===== config.mk =====
export PLATFORM = sky130hd
export DESIGN_NAME = ssv_top
export DESIGN_NICKNAME = d
export VERILOG_FILES = /design/src/verilog/ssv_pkg.sv /design/src/verilog/ssv_top.sv
export SDC_FILE = /design/constraint.sdc
export NUM_CORES = 2
export LEC_CHECK = 0
export BUFFER_PORTS_ARGS = -buffer_cell sky130_fd_sc_hd__buf_4
export CAP_MARGIN = 5
export CORE_MARGIN = 2
export CORE_UTILIZATION = 55
export DETAILED_ROUTE_END_ITERATION = 16
export PLACE_DENSITY = 0.75
export SYNTH_ARGS = -nofsm -noshare
export SYNTH_HDL_FRONTEND = slang
export SYNTH_SLANG_ARGS = --single-unit

===== constraint.sdc =====
create_clock -name CLK_SYS_IN -period 12.4 [get_ports CLK_SYS_IN]
set_input_delay 2.48 -clock CLK_SYS_IN [delete_from_list [all_inputs] [get_ports CLK_SYS_IN]]
set_output_delay 2.48 -clock CLK_SYS_IN [all_outputs]
set_load 0.02 [all_outputs]

===== src/verilog/ssv_pkg.sv =====
`default_nettype none
package ssv_pkg;

	// Register byte offsets on the AXI4-Lite slave.
	localparam logic [7:0] ADDR_CTRL     = 8'h00;
	localparam logic [7:0] ADDR_FILT     = 8'h04;
	localparam logic [7:0] ADDR_LOW      = 8'h08;
	localparam logic [7:0] ADDR_HIGH     = 8'h0c;
	localparam logic [7:0] ADDR_HYST     = 8'h10;
	localparam logic [7:0] ADDR_STATUS   = 8'h14;
	localparam logic [7:0] ADDR_VALUE    = 8'h18;
	localparam logic [7:0] ADDR_IRQ_STAT = 8'h1c;
	localparam logic [7:0] ADDR_IRQ_MASK = 8'h20;
	localparam logic [7:0] ADDR_EVENT    = 8'h24;

	// Control register field positions.
	localparam int MODE_LSB   = 0;
	localparam int ACTION_LSB = 4;
	localparam int SOURCE_LSB = 8;

	// Function modes.
	localparam logic [3:0] MODE_OFF      = 4'h0;
	localparam logic [3:0] MODE_LOW      = 4'h1;
	localparam logic [3:0] MODE_HIGH     = 4'h2;
	localparam logic [3:0] MODE_ABS_LOW  = 4'h3;
	localparam logic [3:0] MODE_ABS_HIGH = 4'h4;
	localparam logic [3:0] MODE_BOTH     = 4'h5;
	localparam logic [3:0] MODE_ABS_BOTH = 4'h6;
	localparam logic [3:0] MODE_HYST     = 4'h7;
	localparam logic [3:0] MODE_FALLING  = 4'h8;
	localparam logic [3:0] MODE_RISING   = 4'h9;

	// Reactions and the event codes they report.
	localparam logic [1:0]  ACT_NONE      = 2'h0;
	localparam logic [1:0]  ACT_WARN      = 2'h1;
	localparam logic [1:0]  ACT_FAULT     = 2'h2;
	localparam logic [1:0]  ACT_FAULT_RUN = 2'h3;
	localparam logic [15:0] EVT_WARN      = 16'ha8b0;
	localparam logic [15:0] EVT_FAULT     = 16'h80b0;

	// Source code of motor current; the value is arbitrary.
	localparam logic [4:0]  SRC_CURRENT = 5'h01;
	localparam logic [31:0] CTRL_RST    = 32'h0000_0100;

	// Filter time in ms: 1000 counts per second, up to 30 s, default off.
	localparam logic [15:0] FILT_MAX     = 16'h7530;
	localparam logic [15:0] FILT_RST     = 16'h0000;
	localparam logic [16:0] FILT_TICK_MS = 17'h00001;
	localparam int          FRAC_BITS    = 16;
	localparam logic [5:0]  DIV_LAST     = 6'h2f;

	// Interrupt status bit positions.
	localparam int IRQ_ASSERT = 0;
	localparam int IRQ_WARN   = 1;
	localparam int IRQ_FAULT  = 2;
	localparam int IRQ_W      = 3;

	// AXI response codes.
	localparam logic [1:0] RESP_OKAY   = 2'h0;
	localparam logic [1:0] RESP_SLVERR = 2'h2;

	// Filter and compare sequencer states.
	typedef enum logic [1:0] {
		SSV_IDLE  = 2'b00,
		SSV_DIV   = 2'b01,
		SSV_APPLY = 2'b10,
		SSV_CMP   = 2'b11
	} ssv_state_e;

endpackage
`default_nettype wire


===== src/verilog/ssv_top.sv =====
// Implementation choices: the AXI4-Lite slave port and the register addresses.
`timescale 1ns/100ps
`default_nettype none
module ssv_top
	import ssv_pkg::*;
(
	// Clock and reset.
	input  wire  logic        CLK_SYS_IN,
	input  wire  logic        RESET_IN,
	// AXI4-Lite write channels.
	input  wire  logic [7:0]  S_AXI_AWADDR_IN,
	input  wire  logic        S_AXI_AWVALID_IN,
	output logic              S_AXI_AWREADY_OUT,
	input  wire  logic [31:0] S_AXI_WDATA_IN,
	input  wire  logic [3:0]  S_AXI_WSTRB_IN,
	input  wire  logic        S_AXI_WVALID_IN,
	output logic              S_AXI_WREADY_OUT,
	output logic [1:0]        S_AXI_BRESP_OUT,
	output logic              S_AXI_BVALID_OUT,
	input  wire  logic        S_AXI_BREADY_IN,
	// AXI4-Lite read channels.
	input  wire  logic [7:0]  S_AXI_ARADDR_IN,
	input  wire  logic        S_AXI_ARVALID_IN,
	output logic              S_AXI_ARREADY_OUT,
	output logic [31:0]       S_AXI_RDATA_OUT,
	output logic [1:0]        S_AXI_RRESP_OUT,
	output logic              S_AXI_RVALID_OUT,
	input  wire  logic        S_AXI_RREADY_IN,
	// Monitored signal and drive state.
	output logic [4:0]        SRC_SEL_OUT,
	input  wire  logic [31:0] SIG_VALUE_IN,
	input  wire  logic        TICK_IN,
	input  wire  logic        MOTOR_START_IN,
	input  wire  logic        MOTOR_RUNNING_IN,
	// Supervision results.
	output logic              SUPERV_OUT,
	output logic              WARN_OUT,
	output logic              FAULT_TRIP_OUT,
	output logic [15:0]       EVENT_CODE_OUT,
	output logic              IRQ_OUT
);

	// Sign-extends a 32-bit value so that limit arithmetic cannot overflow.
	function automatic logic signed [33:0] ext34(input logic signed [31:0] a);
		return {{2{a[31]}}, a};
	endfunction

	// Magnitude in the same widened form.
	function automatic logic signed [33:0] mag34(input logic signed [31:0] a);
		return a[31] ? -ext34(a) : ext34(a);
	endfunction

	// Applies AXI byte strobes to a stored word.
	function automatic logic [31:0] merge(input logic [31:0] old, input logic [31:0] nw,
			input logic [3:0] strb);
		logic [31:0] res;
		for (int i = 0; i < 4; i++) begin
			res[i*8 +: 8] = strb[i] ? nw[i*8 +: 8] : old[i*8 +: 8];
		end
		return res;
	endfunction

	// Configuration registers.
	logic [31:0]        ctrl_r;
	logic [15:0]        filt_r;
	logic signed [31:0] low_r, high_r;
	logic [31:0]        hyst_r;
	logic [IRQ_W-1:0]   irq_stat_r, irq_mask_r;
	logic [3:0]         mode;
	logic [1:0]         action;
	logic               enabled, edge_mode;
	// Bus state.
	logic               aw_held_r, w_held_r, bvalid_r, rvalid_r;
	logic               do_write, wr_ok, rd_ok;
	logic [7:0]         aw_addr_r;
	logic [31:0]        w_data_r, rdata_r, wr_val, rd_val;
	logic [3:0]         w_strb_r;
	logic [1:0]         bresp_r, rresp_r;
	// Filter, compare and reaction state.
	ssv_state_e         state_r;
	logic signed [47:0] y_r;
	logic [47:0]        num_r, quo_r;
	logic [15:0]        rem_r, event_r;
	logic [5:0]         cnt_r;
	logic signed [48:0] diff;
	logic [16:0]        den, rem_sh;
	logic               neg_r, sup_r, armed_r, sup_cmp, armed_cmp;
	logic               start_clr, sup_rise, warn_evt, fault_evt, warn_r, fault_r;

	assign mode      = ctrl_r[MODE_LSB +: 4];
	assign action    = ctrl_r[ACTION_LSB +: 2];
	assign enabled   = (mode != MODE_OFF) && (mode <= MODE_RISING);
	assign edge_mode = (mode == MODE_FALLING) || (mode == MODE_RISING);

	// Both write channels may arrive in either order; each is held until the pair completes.
	assign S_AXI_AWREADY_OUT = !aw_held_r && !bvalid_r;
	assign S_AXI_WREADY_OUT  = !w_held_r && !bvalid_r;
	assign S_AXI_BVALID_OUT  = bvalid_r;
	assign S_AXI_BRESP_OUT   = bresp_r;
	assign do_write          = aw_held_r && w_held_r && !bvalid_r;
	assign wr_val            = merge(32'h0000_0000, w_data_r, w_strb_r);
	assign wr_ok             = (aw_addr_r == ADDR_CTRL) || (aw_addr_r == ADDR_FILT) ||
		(aw_addr_r == ADDR_LOW) || (aw_addr_r == ADDR_HIGH) || (aw_addr_r == ADDR_HYST) ||
		(aw_addr_r == ADDR_IRQ_STAT) || (aw_addr_r == ADDR_IRQ_MASK);

	// Write address and data capture, then one response per pair.
	always_ff @(posedge CLK_SYS_IN or posedge RESET_IN) begin
		if (RESET_IN) begin
			aw_held_r <= 1'b0;
			w_held_r  <= 1'b0;
			aw_addr_r <= 8'h00;
			w_data_r  <= 32'h0000_0000;
			w_strb_r  <= 4'h0;
			bvalid_r  <= 1'b0;
			bresp_r   <= RESP_OKAY;
		end else begin
			if (S_AXI_AWVALID_IN && S_AXI_AWREADY_OUT) begin
				aw_held_r <= 1'b1;
				aw_addr_r <= S_AXI_AWADDR_IN;
			end
			if (S_AXI_WVALID_IN && S_AXI_WREADY_OUT) begin
				w_held_r <= 1'b1;
				w_data_r <= S_AXI_WDATA_IN;
				w_strb_r <= S_AXI_WSTRB_IN;
			end
			if (do_write) begin
				aw_held_r <= 1'b0;
				w_held_r  <= 1'b0;
				bvalid_r  <= 1'b1;
				bresp_r   <= wr_ok ? RESP_OKAY : RESP_SLVERR;
			end else if (bvalid_r && S_AXI_BREADY_IN) begin
				bvalid_r <= 1'b0;
			end
		end
	end

	// Software-written configuration; the filter time saturates at 30 s.
	always_ff @(posedge CLK_SYS_IN or posedge RESET_IN) begin
		if (RESET_IN) begin
			ctrl_r     <= CTRL_RST;
			filt_r     <= FILT_RST;
			low_r      <= 32'h0000_0000;
			high_r     <= 32'h0000_0000;
			hyst_r     <= 32'h0000_0000;
			irq_mask_r <= 3'h0;
		end else if (do_write) begin
			unique case (aw_addr_r)
				ADDR_CTRL: ctrl_r <= merge(ctrl_r, w_data_r, w_strb_r) & 32'h0000_1f3f;
				ADDR_FILT: filt_r <= (wr_val[31:16] != 16'h0000 ||
					merge({16'h0000, filt_r}, w_data_r, w_strb_r) > {16'h0000, FILT_MAX}) ?
					FILT_MAX : 16'(merge({16'h0000, filt_r}, w_data_r, w_strb_r));
				ADDR_LOW:      low_r      <= merge(low_r, w_data_r, w_strb_r);
				ADDR_HIGH:     high_r     <= merge(high_r, w_data_r, w_strb_r);
				ADDR_HYST:     hyst_r     <= merge(hyst_r, w_data_r, w_strb_r);
				ADDR_IRQ_MASK: irq_mask_r <= wr_val[IRQ_W-1:0];
				default: ;
			endcase
		end
	end

	// Read decode; unmapped addresses answer zero with SLVERR.
	always_comb begin
		rd_ok  = 1'b1;
		rd_val = 32'h0000_0000;
		unique case (S_AXI_ARADDR_IN)
			ADDR_CTRL:     rd_val = ctrl_r;
			ADDR_FILT:     rd_val = {16'h0000, filt_r};
			ADDR_LOW:      rd_val = low_r;
			ADDR_HIGH:     rd_val = high_r;
			ADDR_HYST:     rd_val = hyst_r;
			ADDR_STATUS:   rd_val = {28'h0000000, armed_r, state_r != SSV_IDLE, warn_r, sup_r};
			ADDR_VALUE:    rd_val = y_r[47:FRAC_BITS];
			ADDR_IRQ_STAT: rd_val = {29'h00000000, irq_stat_r};
			ADDR_IRQ_MASK: rd_val = {29'h00000000, irq_mask_r};
			ADDR_EVENT:    rd_val = {16'h0000, event_r};
			default:       rd_ok  = 1'b0;
		endcase
	end

	assign S_AXI_ARREADY_OUT = !rvalid_r;
	assign S_AXI_RVALID_OUT  = rvalid_r;
	assign S_AXI_RDATA_OUT   = rdata_r;
	assign S_AXI_RRESP_OUT   = rresp_r;

	// Read data is registered, so the answer follows the address by one cycle.
	always_ff @(posedge CLK_SYS_IN or posedge RESET_IN) begin
		if (RESET_IN) begin
			rvalid_r <= 1'b0;
			rdata_r  <= 32'h0000_0000;
			rresp_r  <= RESP_OKAY;
		end else if (S_AXI_ARVALID_IN && !rvalid_r) begin
			rvalid_r <= 1'b1;
			rdata_r  <= rd_val;
			rresp_r  <= rd_ok ? RESP_OKAY : RESP_SLVERR;
		end else if (rvalid_r && S_AXI_RREADY_IN) begin
			rvalid_r <= 1'b0;
		end
	end

	assign SRC_SEL_OUT = ctrl_r[SOURCE_LSB +: 5];
	// Filter step y += (x - y) / (T + 1), with 16 fraction bits so small steps are not lost.
	assign diff   = {SIG_VALUE_IN[31], SIG_VALUE_IN, 16'h0000} - {y_r[47], y_r};
	assign den    = {1'b0, filt_r} + FILT_TICK_MS;
	assign rem_sh = {rem_r, num_r[47]};

	// Sequencer: a tick starts a filter update, ticks arriving while busy are dropped.
	always_ff @(posedge CLK_SYS_IN or posedge RESET_IN) begin
		if (RESET_IN) begin
			state_r <= SSV_IDLE;
			y_r     <= 48'h0000_0000_0000;
			num_r   <= 48'h0000_0000_0000;
			quo_r   <= 48'h0000_0000_0000;
			rem_r   <= 16'h0000;
			neg_r   <= 1'b0;
			cnt_r   <= 6'h00;
		end else begin
			unique case (state_r)
				SSV_IDLE: begin
					if (TICK_IN && filt_r == FILT_RST) begin
						y_r     <= {SIG_VALUE_IN, 16'h0000};
						state_r <= SSV_CMP;
					end else if (TICK_IN) begin
						neg_r   <= diff[48];
						num_r   <= diff[48] ? 48'(-diff) : diff[47:0];
						rem_r   <= 16'h0000;
						cnt_r   <= 6'h00;
						state_r <= SSV_DIV;
					end
				end
				SSV_DIV: begin
					num_r <= {num_r[46:0], 1'b0};
					rem_r <= (rem_sh >= den) ? 16'(rem_sh - den) : rem_sh[15:0];
					quo_r <= {quo_r[46:0], rem_sh >= den};
					cnt_r <= cnt_r + 6'h01;
					if (cnt_r == DIV_LAST) begin
						state_r <= SSV_APPLY;
					end
				end
				SSV_APPLY: begin
					y_r     <= neg_r ? y_r - $signed(quo_r) : y_r + $signed(quo_r);
					state_r <= SSV_CMP;
				end
				SSV_CMP: state_r <= SSV_IDLE;
			endcase
		end
	end

	// Threshold compare on the filtered value; absolute modes compare magnitudes.
	always_comb begin
		logic               abs_sel, below_lo, above_lo, below_hi, above_hi;
		logic signed [33:0] sv, lo, hi, half;
		abs_sel   = (mode == MODE_ABS_LOW) || (mode == MODE_ABS_HIGH) ||
			(mode == MODE_ABS_BOTH);
		sv        = abs_sel ? mag34(y_r[47:FRAC_BITS]) : ext34(y_r[47:FRAC_BITS]);
		lo        = abs_sel ? mag34(low_r) : ext34(low_r);
		hi        = abs_sel ? mag34(high_r) : ext34(high_r);
		half      = {3'b000, hyst_r[31:1]};
		below_lo  = sv < lo - half;
		above_lo  = sv > lo + half;
		below_hi  = sv < hi - half;
		above_hi  = sv > hi + half;
		sup_cmp   = sup_r;
		armed_cmp = armed_r;
		unique case (mode)
			MODE_LOW, MODE_ABS_LOW: begin
				sup_cmp = below_lo ? 1'b1 : (above_lo ? 1'b0 : sup_r);
			end
			MODE_HIGH, MODE_ABS_HIGH: begin
				sup_cmp = above_hi ? 1'b1 : (below_hi ? 1'b0 : sup_r);
			end
			MODE_BOTH, MODE_ABS_BOTH: begin
				if (above_hi || below_lo) begin
					sup_cmp = 1'b1;
				end else if (above_lo && below_hi) begin
					sup_cmp = 1'b0;
				end
			end
			MODE_HYST: begin
				sup_cmp = above_hi ? 1'b1 : (below_lo ? 1'b0 : sup_r);
			end
			MODE_FALLING: begin
				sup_cmp   = (below_lo && armed_r) ? 1'b1 : (above_lo ? 1'b0 : sup_r);
				armed_cmp = above_lo ? 1'b1 : (below_lo ? 1'b0 : armed_r);
			end
			MODE_RISING: begin
				sup_cmp   = (above_hi && armed_r) ? 1'b1 : (below_hi ? 1'b0 : sup_r);
				armed_cmp = below_hi ? 1'b1 : (above_hi ? 1'b0 : armed_r);
			end
			default: begin
				sup_cmp   = 1'b0;
				armed_cmp = 1'b0;
			end
		endcase
	end

	// A start command overrides the compare in the same cycle in edge modes.
	assign start_clr = edge_mode && MOTOR_START_IN;
	assign sup_rise  = enabled && !start_clr && (state_r == SSV_CMP) && sup_cmp && !sup_r;
	assign warn_evt  = sup_rise && (action == ACT_WARN);
	assign fault_evt = sup_rise && ((action == ACT_FAULT) ||
		((action == ACT_FAULT_RUN) && MOTOR_RUNNING_IN));

	// Supervision status; the action setting is deliberately absent here.
	always_ff @(posedge CLK_SYS_IN or posedge RESET_IN) begin
		if (RESET_IN) begin
			sup_r   <= 1'b0;
			armed_r <= 1'b0;
		end else if (!enabled) begin
			sup_r   <= 1'b0;
			armed_r <= 1'b0;
		end else if (start_clr) begin
			sup_r <= 1'b0;
		end else if (state_r == SSV_CMP) begin
			sup_r   <= sup_cmp;
			armed_r <= armed_cmp;
		end
	end

	// Reactions: warning level, fault trip pulse and the last event code.
	always_ff @(posedge CLK_SYS_IN or posedge RESET_IN) begin
		if (RESET_IN) begin
			warn_r  <= 1'b0;
			fault_r <= 1'b0;
			event_r <= 16'h0000;
		end else begin
			warn_r  <= sup_r && enabled && (action == ACT_WARN);
			fault_r <= fault_evt;
			event_r <= fault_evt ? EVT_FAULT : (warn_evt ? EVT_WARN : event_r);
		end
	end

	// Sticky interrupt causes; a new event beats a write-one-to-clear in the same cycle.
	always_ff @(posedge CLK_SYS_IN or posedge RESET_IN) begin
		if (RESET_IN) begin
			irq_stat_r <= 3'h0;
		end else begin
			irq_stat_r <= (irq_stat_r & ~((do_write && aw_addr_r == ADDR_IRQ_STAT) ?
				wr_val[IRQ_W-1:0] : 3'h0)) | {fault_evt, warn_evt, sup_rise};
		end
	end

	assign SUPERV_OUT     = sup_r;
	assign WARN_OUT       = warn_r;
	assign FAULT_TRIP_OUT = fault_r;
	assign EVENT_CODE_OUT = event_r;
	assign IRQ_OUT        = |(irq_stat_r & irq_mask_r);

endmodule
`default_nettype wire

After elaboration in Yosys (flattened, before gate mapping)
Cells that the tools add are included.
{ "totals": {"register_bits": 402} }
{ "op_classes": {"addsub": 14, "magnitude_cmp": 7, "eq_ne": 42, "mux": 67, "bitwise_logic": 5, "n_reduce_logical": 84} }
{ "ops": {"columns": ["operator", "count"], "rows": [
  ["$pmux W32 S10", 1],
  ["$mux W48", 5],
  ["$mux W34", 6],
  ["$pmux W48 S2", 2],
  ["$neg A32 Y34", 3],
  ["$mux W16", 6],
  ["$add A34 B32 Y34", 2],
  ["$gt A34 B34 Y1", 2],
  ["$lt A34 B34 Y1", 2],
  ["$sub A34 B32 Y34", 2],
  ["$sub A48 B48 Y49", 1],
  ["$add A48 B48 Y48", 1],
  ["$eq A8 B5 Y1 const B", 6],
  ["$neg A48 Y48", 1],
  ["$reduce_and A3 Y1", 16],
  ["$sub A48 B48 Y48", 1],
  ["$eq A8 B4 Y1 const B", 4],
  ["$gt A32 B15 Y1 const B", 1],
  ["$mux W8", 4],
  ["$pmux W16 S2", 1],
  ["$mux W1", 29],
  ["$logic_and A1 B1 Y1", 25],
  ["$eq A8 B6 Y1 const B", 3],
  ["$add A16 B1 Y17 const B", 1],
  ["other kinds (42)", 94]
]} }

Logic depth before layout (Yosys ltp)
{ "logic_depth": {"ltp_word": 15, "mapped_depth": 35, "mapped_depth_nobuf": 33} }

Worst setup path after synthesis
No wires, ideal clock.
{ "synth_path": {"path_type": "register to register", "start": "register ctrl_r[0]", "end": "register event_r[13], in the netlist EVENT_CODE_OUT[13]", "setup_time_ps": 87, "t_arrival_ps": 6528, "setup_slack_ps": 5785, "path_stages_with_launch": 35, "path_buffers": 2, "synth_period_minus_slack_ps": 6615, "cell_sequence": "dfrtp_1 > inv_1 > nor2_1 > nand2_1 > a21oi_1 > and2_1 > clkbuf_1 > clkbuf_1 > nand2_1 > o21ai_0 > ha_1 > nand2b_1 > a21oi_1 > o21bai_1 > a311oi_1 > a21boi_0 > o31ai_1 > a211oi_1 > a211oi_1 > a311oi_1 > o31a_1 > a21oi_1 > xor2_1 > ha_1 > nand4_1 > nor3_1 > nand4_1 > a221oi_1 > a211oi_1 > xnor2_1 > nor2_1 > nand2_1 > o221ai_1 > nand4bb_1 > o211ai_1"} }
{ "synth_between": {"elab_chain_len": 14, "word_cells_on_any_way": 54, "classes_between": "add/sub (4); order compare (5); eq/ne (9); mux (15); reduce/logical (21)"} }
{ "synth_lines": {"columns": ["item", "line_no", "text"], "rows": [
  ["from (decl)", "ssv_top.sv:64", "logic [31:0] ctrl_r;"],
  ["from (signal assigned)", "ssv_top.sv:148", "ADDR_CTRL: ctrl_r <= merge(ctrl_r, w_data_r, w_strb_r) & 32'h0000_1f3f;"],
  ["$eq A4 B2 Y1 or $eq A4 B3 Y1 (tied branches)", "ssv_top.sv:252, ssv_top.sv:264", null],
  ["$logic_or A1 B1 Y1 (2 in series)", "ssv_top.sv:252", "abs_sel = (mode == MODE_ABS_LOW) || (mode == MODE_ABS_HIGH) ||"],
  ["$mux W34 (on tied branches)", "ssv_top.sv:255, ssv_top.sv:256", null],
  ["$add A34 B32 Y34 or $sub A34 B32 Y34 (tied branches)", "ssv_top.sv:259, ssv_top.sv:260", null],
  ["$gt A34 B34 Y1 or $lt A34 B34 Y1 (tied branches)", "ssv_top.sv:259, ssv_top.sv:260", null],
  ["$logic_and A1 B1 Y1", "ssv_top.sv:274", "end else if (above_lo && below_hi) begin"],
  ["$mux W1", "ssv_top.sv:274", null],
  ["$mux W1", "ssv_top.sv:272", "if (above_hi || below_lo) begin"],
  ["$pmux W1 S6", "ssv_top.sv:264", "unique case (mode)"],
  ["$logic_and A1 B1 Y1 * (2 in series)", "ssv_top.sv:298", "assign sup_rise = enabled && !start_clr && (state_r == SSV_CMP) && sup_cmp && !sup_r;"],
  ["$logic_and A1 B1 Y1 (on tied branches)", "ssv_top.sv:300, ssv_top.sv:299", null],
  ["$mux W16 or $reduce_bool A2 Y1 (tied branches)", null, null],
  ["to (signal assigned)", "ssv_top.sv:328", "event_r <= fault_evt ? EVT_FAULT : (warn_evt ? EVT_WARN : event_r);"],
  ["to (decl)", "ssv_top.sv:83", "logic [15:0] rem_r, event_r;"]
]} }
Every way passes the cells marked *; elsewhere a longest branch is shown, timed or not.
A chain may end at the register's enable or synchronous reset.

Final worst setup path
{ "layout_path": {"start": "register ctrl_r[0]", "end": "register irq_stat_r[2]"} }
{ "layout_between": {"elab_chain_len": 14, "word_cells_on_any_way": 52, "classes_between": "add/sub (4); order compare (5); eq/ne (9); mux (14); bitwise (1); reduce/logical (19)"} }
{ "layout_lines": {"columns": ["item", "line_no", "text"], "rows": [
  ["$eq A4 B2 Y1 or $eq A4 B3 Y1 (tied branches)", "ssv_top.sv:252, ssv_top.sv:264", null],
  ["$logic_or A1 B1 Y1 (2 in series)", "ssv_top.sv:252", null],
  ["$mux W34 (on tied branches)", "ssv_top.sv:255, ssv_top.sv:256", null],
  ["$add A34 B32 Y34 or $sub A34 B32 Y34 (tied branches)", "ssv_top.sv:259, ssv_top.sv:260", null],
  ["$gt A34 B34 Y1 or $lt A34 B34 Y1 (tied branches)", "ssv_top.sv:259, ssv_top.sv:260", null],
  ["$logic_and A1 B1 Y1", "ssv_top.sv:274", null],
  ["$mux W1", "ssv_top.sv:274", null],
  ["$mux W1", "ssv_top.sv:272", null],
  ["$pmux W1 S6", "ssv_top.sv:264", null],
  ["$logic_and A1 B1 Y1 * (2 in series)", "ssv_top.sv:298", null],
  ["$logic_and A1 B1 Y1 *", "ssv_top.sv:300", "assign fault_evt = sup_rise && ((action == ACT_FAULT) ||"],
  ["$or A3 B3 Y3 *", "ssv_top.sv:338", "wr_val[IRQ_W-1:0] : 3'h0)) | {fault_evt, warn_evt, sup_rise};"],
  ["to (signal assigned)", "ssv_top.sv:337", "irq_stat_r <= (irq_stat_r & ~((do_write && aw_addr_r == ADDR_IRQ_STAT) ?"],
  ["to (decl)", "ssv_top.sv:68", "logic [IRQ_W-1:0] irq_stat_r, irq_mask_r;"]
]} }
Marked as above.

==> results <==
- For this run, the leading register cell type out of synthesis is sky130_fd_sc_hd__dfrtp_1.
- met2 is the most crowded layer.
- The ratio of cells with drive above 1 in the final layout is 10.7%.
- The worst slack at placement is 3.58 ns.
- The detailed router's first-iteration violation count is 3366.
- 0 antenna diodes ended up in the layout.
- The via-per-instance ratio is 6.29.
- The total overflow reported by the global router is 0.
- The first global-routing pass estimated 181000 µm of wire.
- Summed over all layers, the routed wires come to 117000 µm.
- The area growth from synthesis to layout is 9.50%.
- Across the whole layout, storage elements account for 0.00966 mm².
- The sort of element at the end of the critical path is a flop.
- The final count of hold timing violations is 0.
- The final period utilization is 72.7%.
- The share of the Yosys chip area taken by registers is 27.2%.
- After routing the design area is 0.0388 mm².
- In this run the tightest slew margin relative to its limit is 18.9%.
- The total clock buffers created by CTS is 46.
- The setup total negative slack is 0 ns.
- In this run the deepest clock path goes through 3 buffers.
- The area fraction of the dominant cell type after synthesis is 27.2%.
- Global routing used 34.7% of the available tracks.
- The number of remaining DRC errors is 0.
- The die covers 0.0665 mm².
- In this run the power density over the cells is 316 mW/mm².
- The cell count after placement is 5148.
- The tree built by TritonCTS fans out to 386 sinks.
- The number of different library cells used by synthesis comes to 97.
- The critical path launch point type is a flop.
- The clock reaches the later pin of the worst-skew pair after 0.63 ns.
- The critical path required time is 12.94 ns.
- Across all register-to-register paths, the minimum setup slack is 3.39 ns.
- By area the synthesized netlist is led by sky130_fd_sc_hd__dfrtp_1 27%, sky130_fd_sc_hd__ha_1 13%, sky130_fd_sc_hd__xnor2_1 7.0%.
- The post-cts hold buffer count is 0.
- Row generation in the floorplan step produced 93 rows.
- The initial core utilization is 55.3%.
- The count of nets after finishing is 4808.
- The met1 track demand over resource in global routing is 48.9%.
- The leakage power is 17.7 nW.
- The count of non-filler cells in the finished layout is 5234.
- Across all setup checks in the final design, the least slack found is 3.39 ns.
- For this run, the slowest stage of the critical path takes 0.99 ns.
- CTS built an H-tree with a depth of 2.
- The number of antenna violations at the first check in global routing is 1.
- In this run the clock root is driven by a sky130_fd_sc_hd__clkbuf_16.
- The slew at the pin with the worst max-slew slack is 1.22 ns.
- The critical path is of the flop to flop type.
- The peak clock frequency supported by timing is 0.111 GHz.
- Setup violations remaining at the end of the flow were counted as 0.
- The number of gates resized after CTS is 0.
- Setup repair after global routing left no endpoint under its margin.
- The share of synthesized registers carrying an async set or reset is 100%.
- The smallest clock period supported by the final layout is computed as 9.01 ns.
- The yosys synthesis warning count is 0.
- In the post-synthesis netlist, the cell with the most instances is sky130_fd_sc_hd__nand2_1.
- In this run, synthesis produced a sequential element count of 386.
- The number of input and output port buffers inserted is 147.
- The number of synthesized flops with an enable pin is 0.
- The final route contains 32.9k vias.
- The area of placed instances is 0.0372 mm².
- The total half-perimeter wirelength after legalization and detailed placement is 90800 µm.
- Ranked by instance count, the synthesized netlist is headed by 404 x sky130_fd_sc_hd__nand2_1, 385 x sky130_fd_sc_hd__dfrtp_1, 367 x sky130_fd_sc_hd__a21oi_1, 367 x sky130_fd_sc_hd__ha_1, 366 x sky130_fd_sc_hd__o21ai_0.
- The routed length per instance is 22.4 µm.
- Counting the fill cells in the layout gives 5761.
- The number of global-route vias before repair came to 31.0k.
- Routability-driven placement finished with a final weighted congestion of 1.01.
- Max-cap violations in this run came to 0.
- Once layout is complete, the utilization of the core stands at 60.6%.
- The flow ran to the end, and the final reports show no timing, DRC or antenna violations.
- Synthesis produced 4293 cells.
- By instance count, the cell type seen most on the critical path is sky130_fd_sc_hd__o21ai_0.
- The detail route stage leaves a number of antenna-violating nets equal to 0.
- Global routing consumed, on the met2 layer, 54.4% of the routing resources.
- VDD sags by at most 0.189 mV.
- After floorplanning, the core was sized to cover 0.0641 mm².
- For this run, the detailed router's first-pass iteration total came to 6.
- After clock tree synthesis, the setup repair step added 0 buffers.
- After synthesis the cells add up to 0.0355 mm².
- The clock skew is 0.0434 ns.
- From bottom edge to top edge, the die measures 258 µm.
- On the critical path, the stage with the largest delay is an instance of sky130_fd_sc_hd__and2_0.
- For this run, global-route usage on met3 was measured as 4.99%.
- The clock-pin transition on the worst setup and hold timing paths is 0.06 ns.
- TritonCTS built the clock tree.
- In this run the mean area of a mapped cell was 8.26 µm².
- The multi-input combinational cells in the finished layout cover a total of 0.0243 mm².
- For the worst setup path, the data arrival time is 9.56 ns.
- The maximum fanout along the worst path is 15.
- The path type of the worst min-delay path is flop to flop.
- Measured along the x axis, the die boundary spans 258 µm.
- The cell taking the most area after synthesis is sky130_fd_sc_hd__dfrtp_1.
- Entering global routing, the biggest net connects 173 pins.
- 160 I/O pins were placed.
- The max-slew violation total from the final report is 0.
-- path summary, 6_finish.rpt --
check | start | endpoint | depth (start not counted)
max in group asynchronous | RESET_IN | quo_r[33]$_DFFE_PP0P_ | 4
min reg2reg | w_data_r[3]$_DFFE_PP0P_ | hyst_r[3]$_DFFE_PP0P_ | 2
min | w_data_r[3]$_DFFE_PP0P_ | hyst_r[3]$_DFFE_PP0P_ | 2
max reg2reg | ctrl_r[0]$_DFFE_PP0P_ | irq_stat_r[2]$_DFF_PP0_ | 28
min in group asynchronous | RESET_IN | aw_addr_r[0]$_DFFE_PP0P_ | 3
max | ctrl_r[0]$_DFFE_PP0P_ | irq_stat_r[2]$_DFF_PP0_ | 28
-- registers in the layout (all words and copies together), names as in the netlist, 3 cells and up --
| register | cells |
|---|---|
| irq_mask_r | 3 |
| filt_r | 16 |
| hyst_r | 32 |
| cnt_r | 6 |
| num_r | 48 |
| y_r | 48 |
| rem_r | 16 |
| w_data_r | 32 |
| high_r | 32 |
| low_r | 32 |
| aw_addr_r | 8 |
| w_strb_r | 4 |
| irq_stat_r | 3 |
| ctrl_r | 11 |
| quo_r | 48 |
| S_AXI_RDATA_OUT | 32 |
-- worst max-delay path: cells and delay by family (launching register included) --
kind / cells / cell delay [ns]
compound gates: 16 / 4.78
fa+ha+maj: 2 / 0.91
buf+inv: 1 / 0.18
flops: 1 / 0.58
mux: 1 / 0.14
simple gates: 8 / 2.35
-- per-layer routing --
| layer | wire, µm | up-vias |
|---|---|---|
| met5 | 8 | - |
| met4 | 4330 | 2 |
| met3 | 9670 | 219 |
| met2 | 52000 | 1312 |
| met1 | 51100 | 15900 |
| li1 | - | 15500 |
-- cells by family after synthesis --
kind of cell    count (synthesis)  synth area share (%)
compound gates               1278                  22.4
other cells                     1                0.0106
buf+inv                       407                  4.56
fa+ha+maj                     373                  13.3
flops                         386                  27.2
simple gates                 1271                  17.1
mux                           189                  5.83
xor+xnor                      388                  9.58
-- through the flow --
| stage | power [mW] | hold slack [ns] |
|---|---|---|
| floorplan | 8.46 | 0.444 |
| global placement | 10.6 | 0.454 |
| detailed placement | 10.7 | 0.464 |
| CTS | 12.1 | 0.479 |
| global route | 13.3 | 0.508 |
| finish | 12.3 | 0.478 |
-- placed cells by master, fill, tap and decap left out, types with 16 or more instances in the layout --
cell | synthesis | routed
sky130_fd_sc_hd__a221oi_1 | 25 | 25
sky130_fd_sc_hd__o21ai_0 | 366 | 365
sky130_fd_sc_hd__a21oi_1 | 367 | 366
sky130_fd_sc_hd__xnor2_1 | 282 | 282
sky130_fd_sc_hd__nor3_1 | 76 | 76
sky130_fd_sc_hd__nor4_1 | 46 | 46
sky130_fd_sc_hd__o21bai_1 | 46 | 46
sky130_fd_sc_hd__o21a_1 | 23 | 23
sky130_fd_sc_hd__buf_4 | 21 | 182
sky130_fd_sc_hd__nand2_1 | 404 | 404
sky130_fd_sc_hd__xor2_1 | 106 | 106
sky130_fd_sc_hd__clkbuf_16 | 0 | 46
sky130_fd_sc_hd__a22oi_1 | 42 | 42
sky130_fd_sc_hd__nand4_1 | 51 | 51
sky130_fd_sc_hd__nand2b_1 | 44 | 44
sky130_fd_sc_hd__nor2b_1 | 53 | 53
sky130_fd_sc_hd__a211oi_1 | 23 | 23
sky130_fd_sc_hd__and3_1 | 33 | 33
sky130_fd_sc_hd__a21boi_0 | 16 | 16
sky130_fd_sc_hd__and2_1 | 31 | 30
sky130_fd_sc_hd__o22ai_1 | 21 | 21
sky130_fd_sc_hd__o31ai_1 | 32 | 32
sky130_fd_sc_hd__nor2_1 | 337 | 334
sky130_fd_sc_hd__mux2_2 | 140 | 140
sky130_fd_sc_hd__ha_1 | 367 | 366
sky130_fd_sc_hd__nand3_1 | 76 | 76
sky130_fd_sc_hd__or3_1 | 34 | 34
sky130_fd_sc_hd__a21o_1 | 125 | 125
sky130_fd_sc_hd__or4_1 | 16 | 16
sky130_fd_sc_hd__mux2i_1 | 49 | 49
sky130_fd_sc_hd__o211ai_1 | 16 | 16
sky130_fd_sc_hd__inv_1 | 210 | 208
sky130_fd_sc_hd__dfrtp_1 | 385 | 385
sky130_fd_sc_hd__a31oi_1 | 47 | 46
-- cell type report --
| class | count | area share [%] |
|---|---|---|
| sequential | 386 | 24.9 |
| clock buffer | 54 | 3.17 |
| multi-input combinational | 3511 | 62.6 |
| timing repair buffer | 184 | 3.62 |
| tap | 855 | 2.75 |
| inverter | 212 | 2.06 |
| clock inverter | 32 | 0.941 |
-- power by group --
group	internal, mW	total (mW)	switching (mW)
Sequential	1.60	2.16	0.558
Combinational	3.64	8.72	5.08
Clock	0.796	1.42	0.622
Total	6.03	12.3	6.26
No activity file was read; power rests on OpenSTA's default activity.
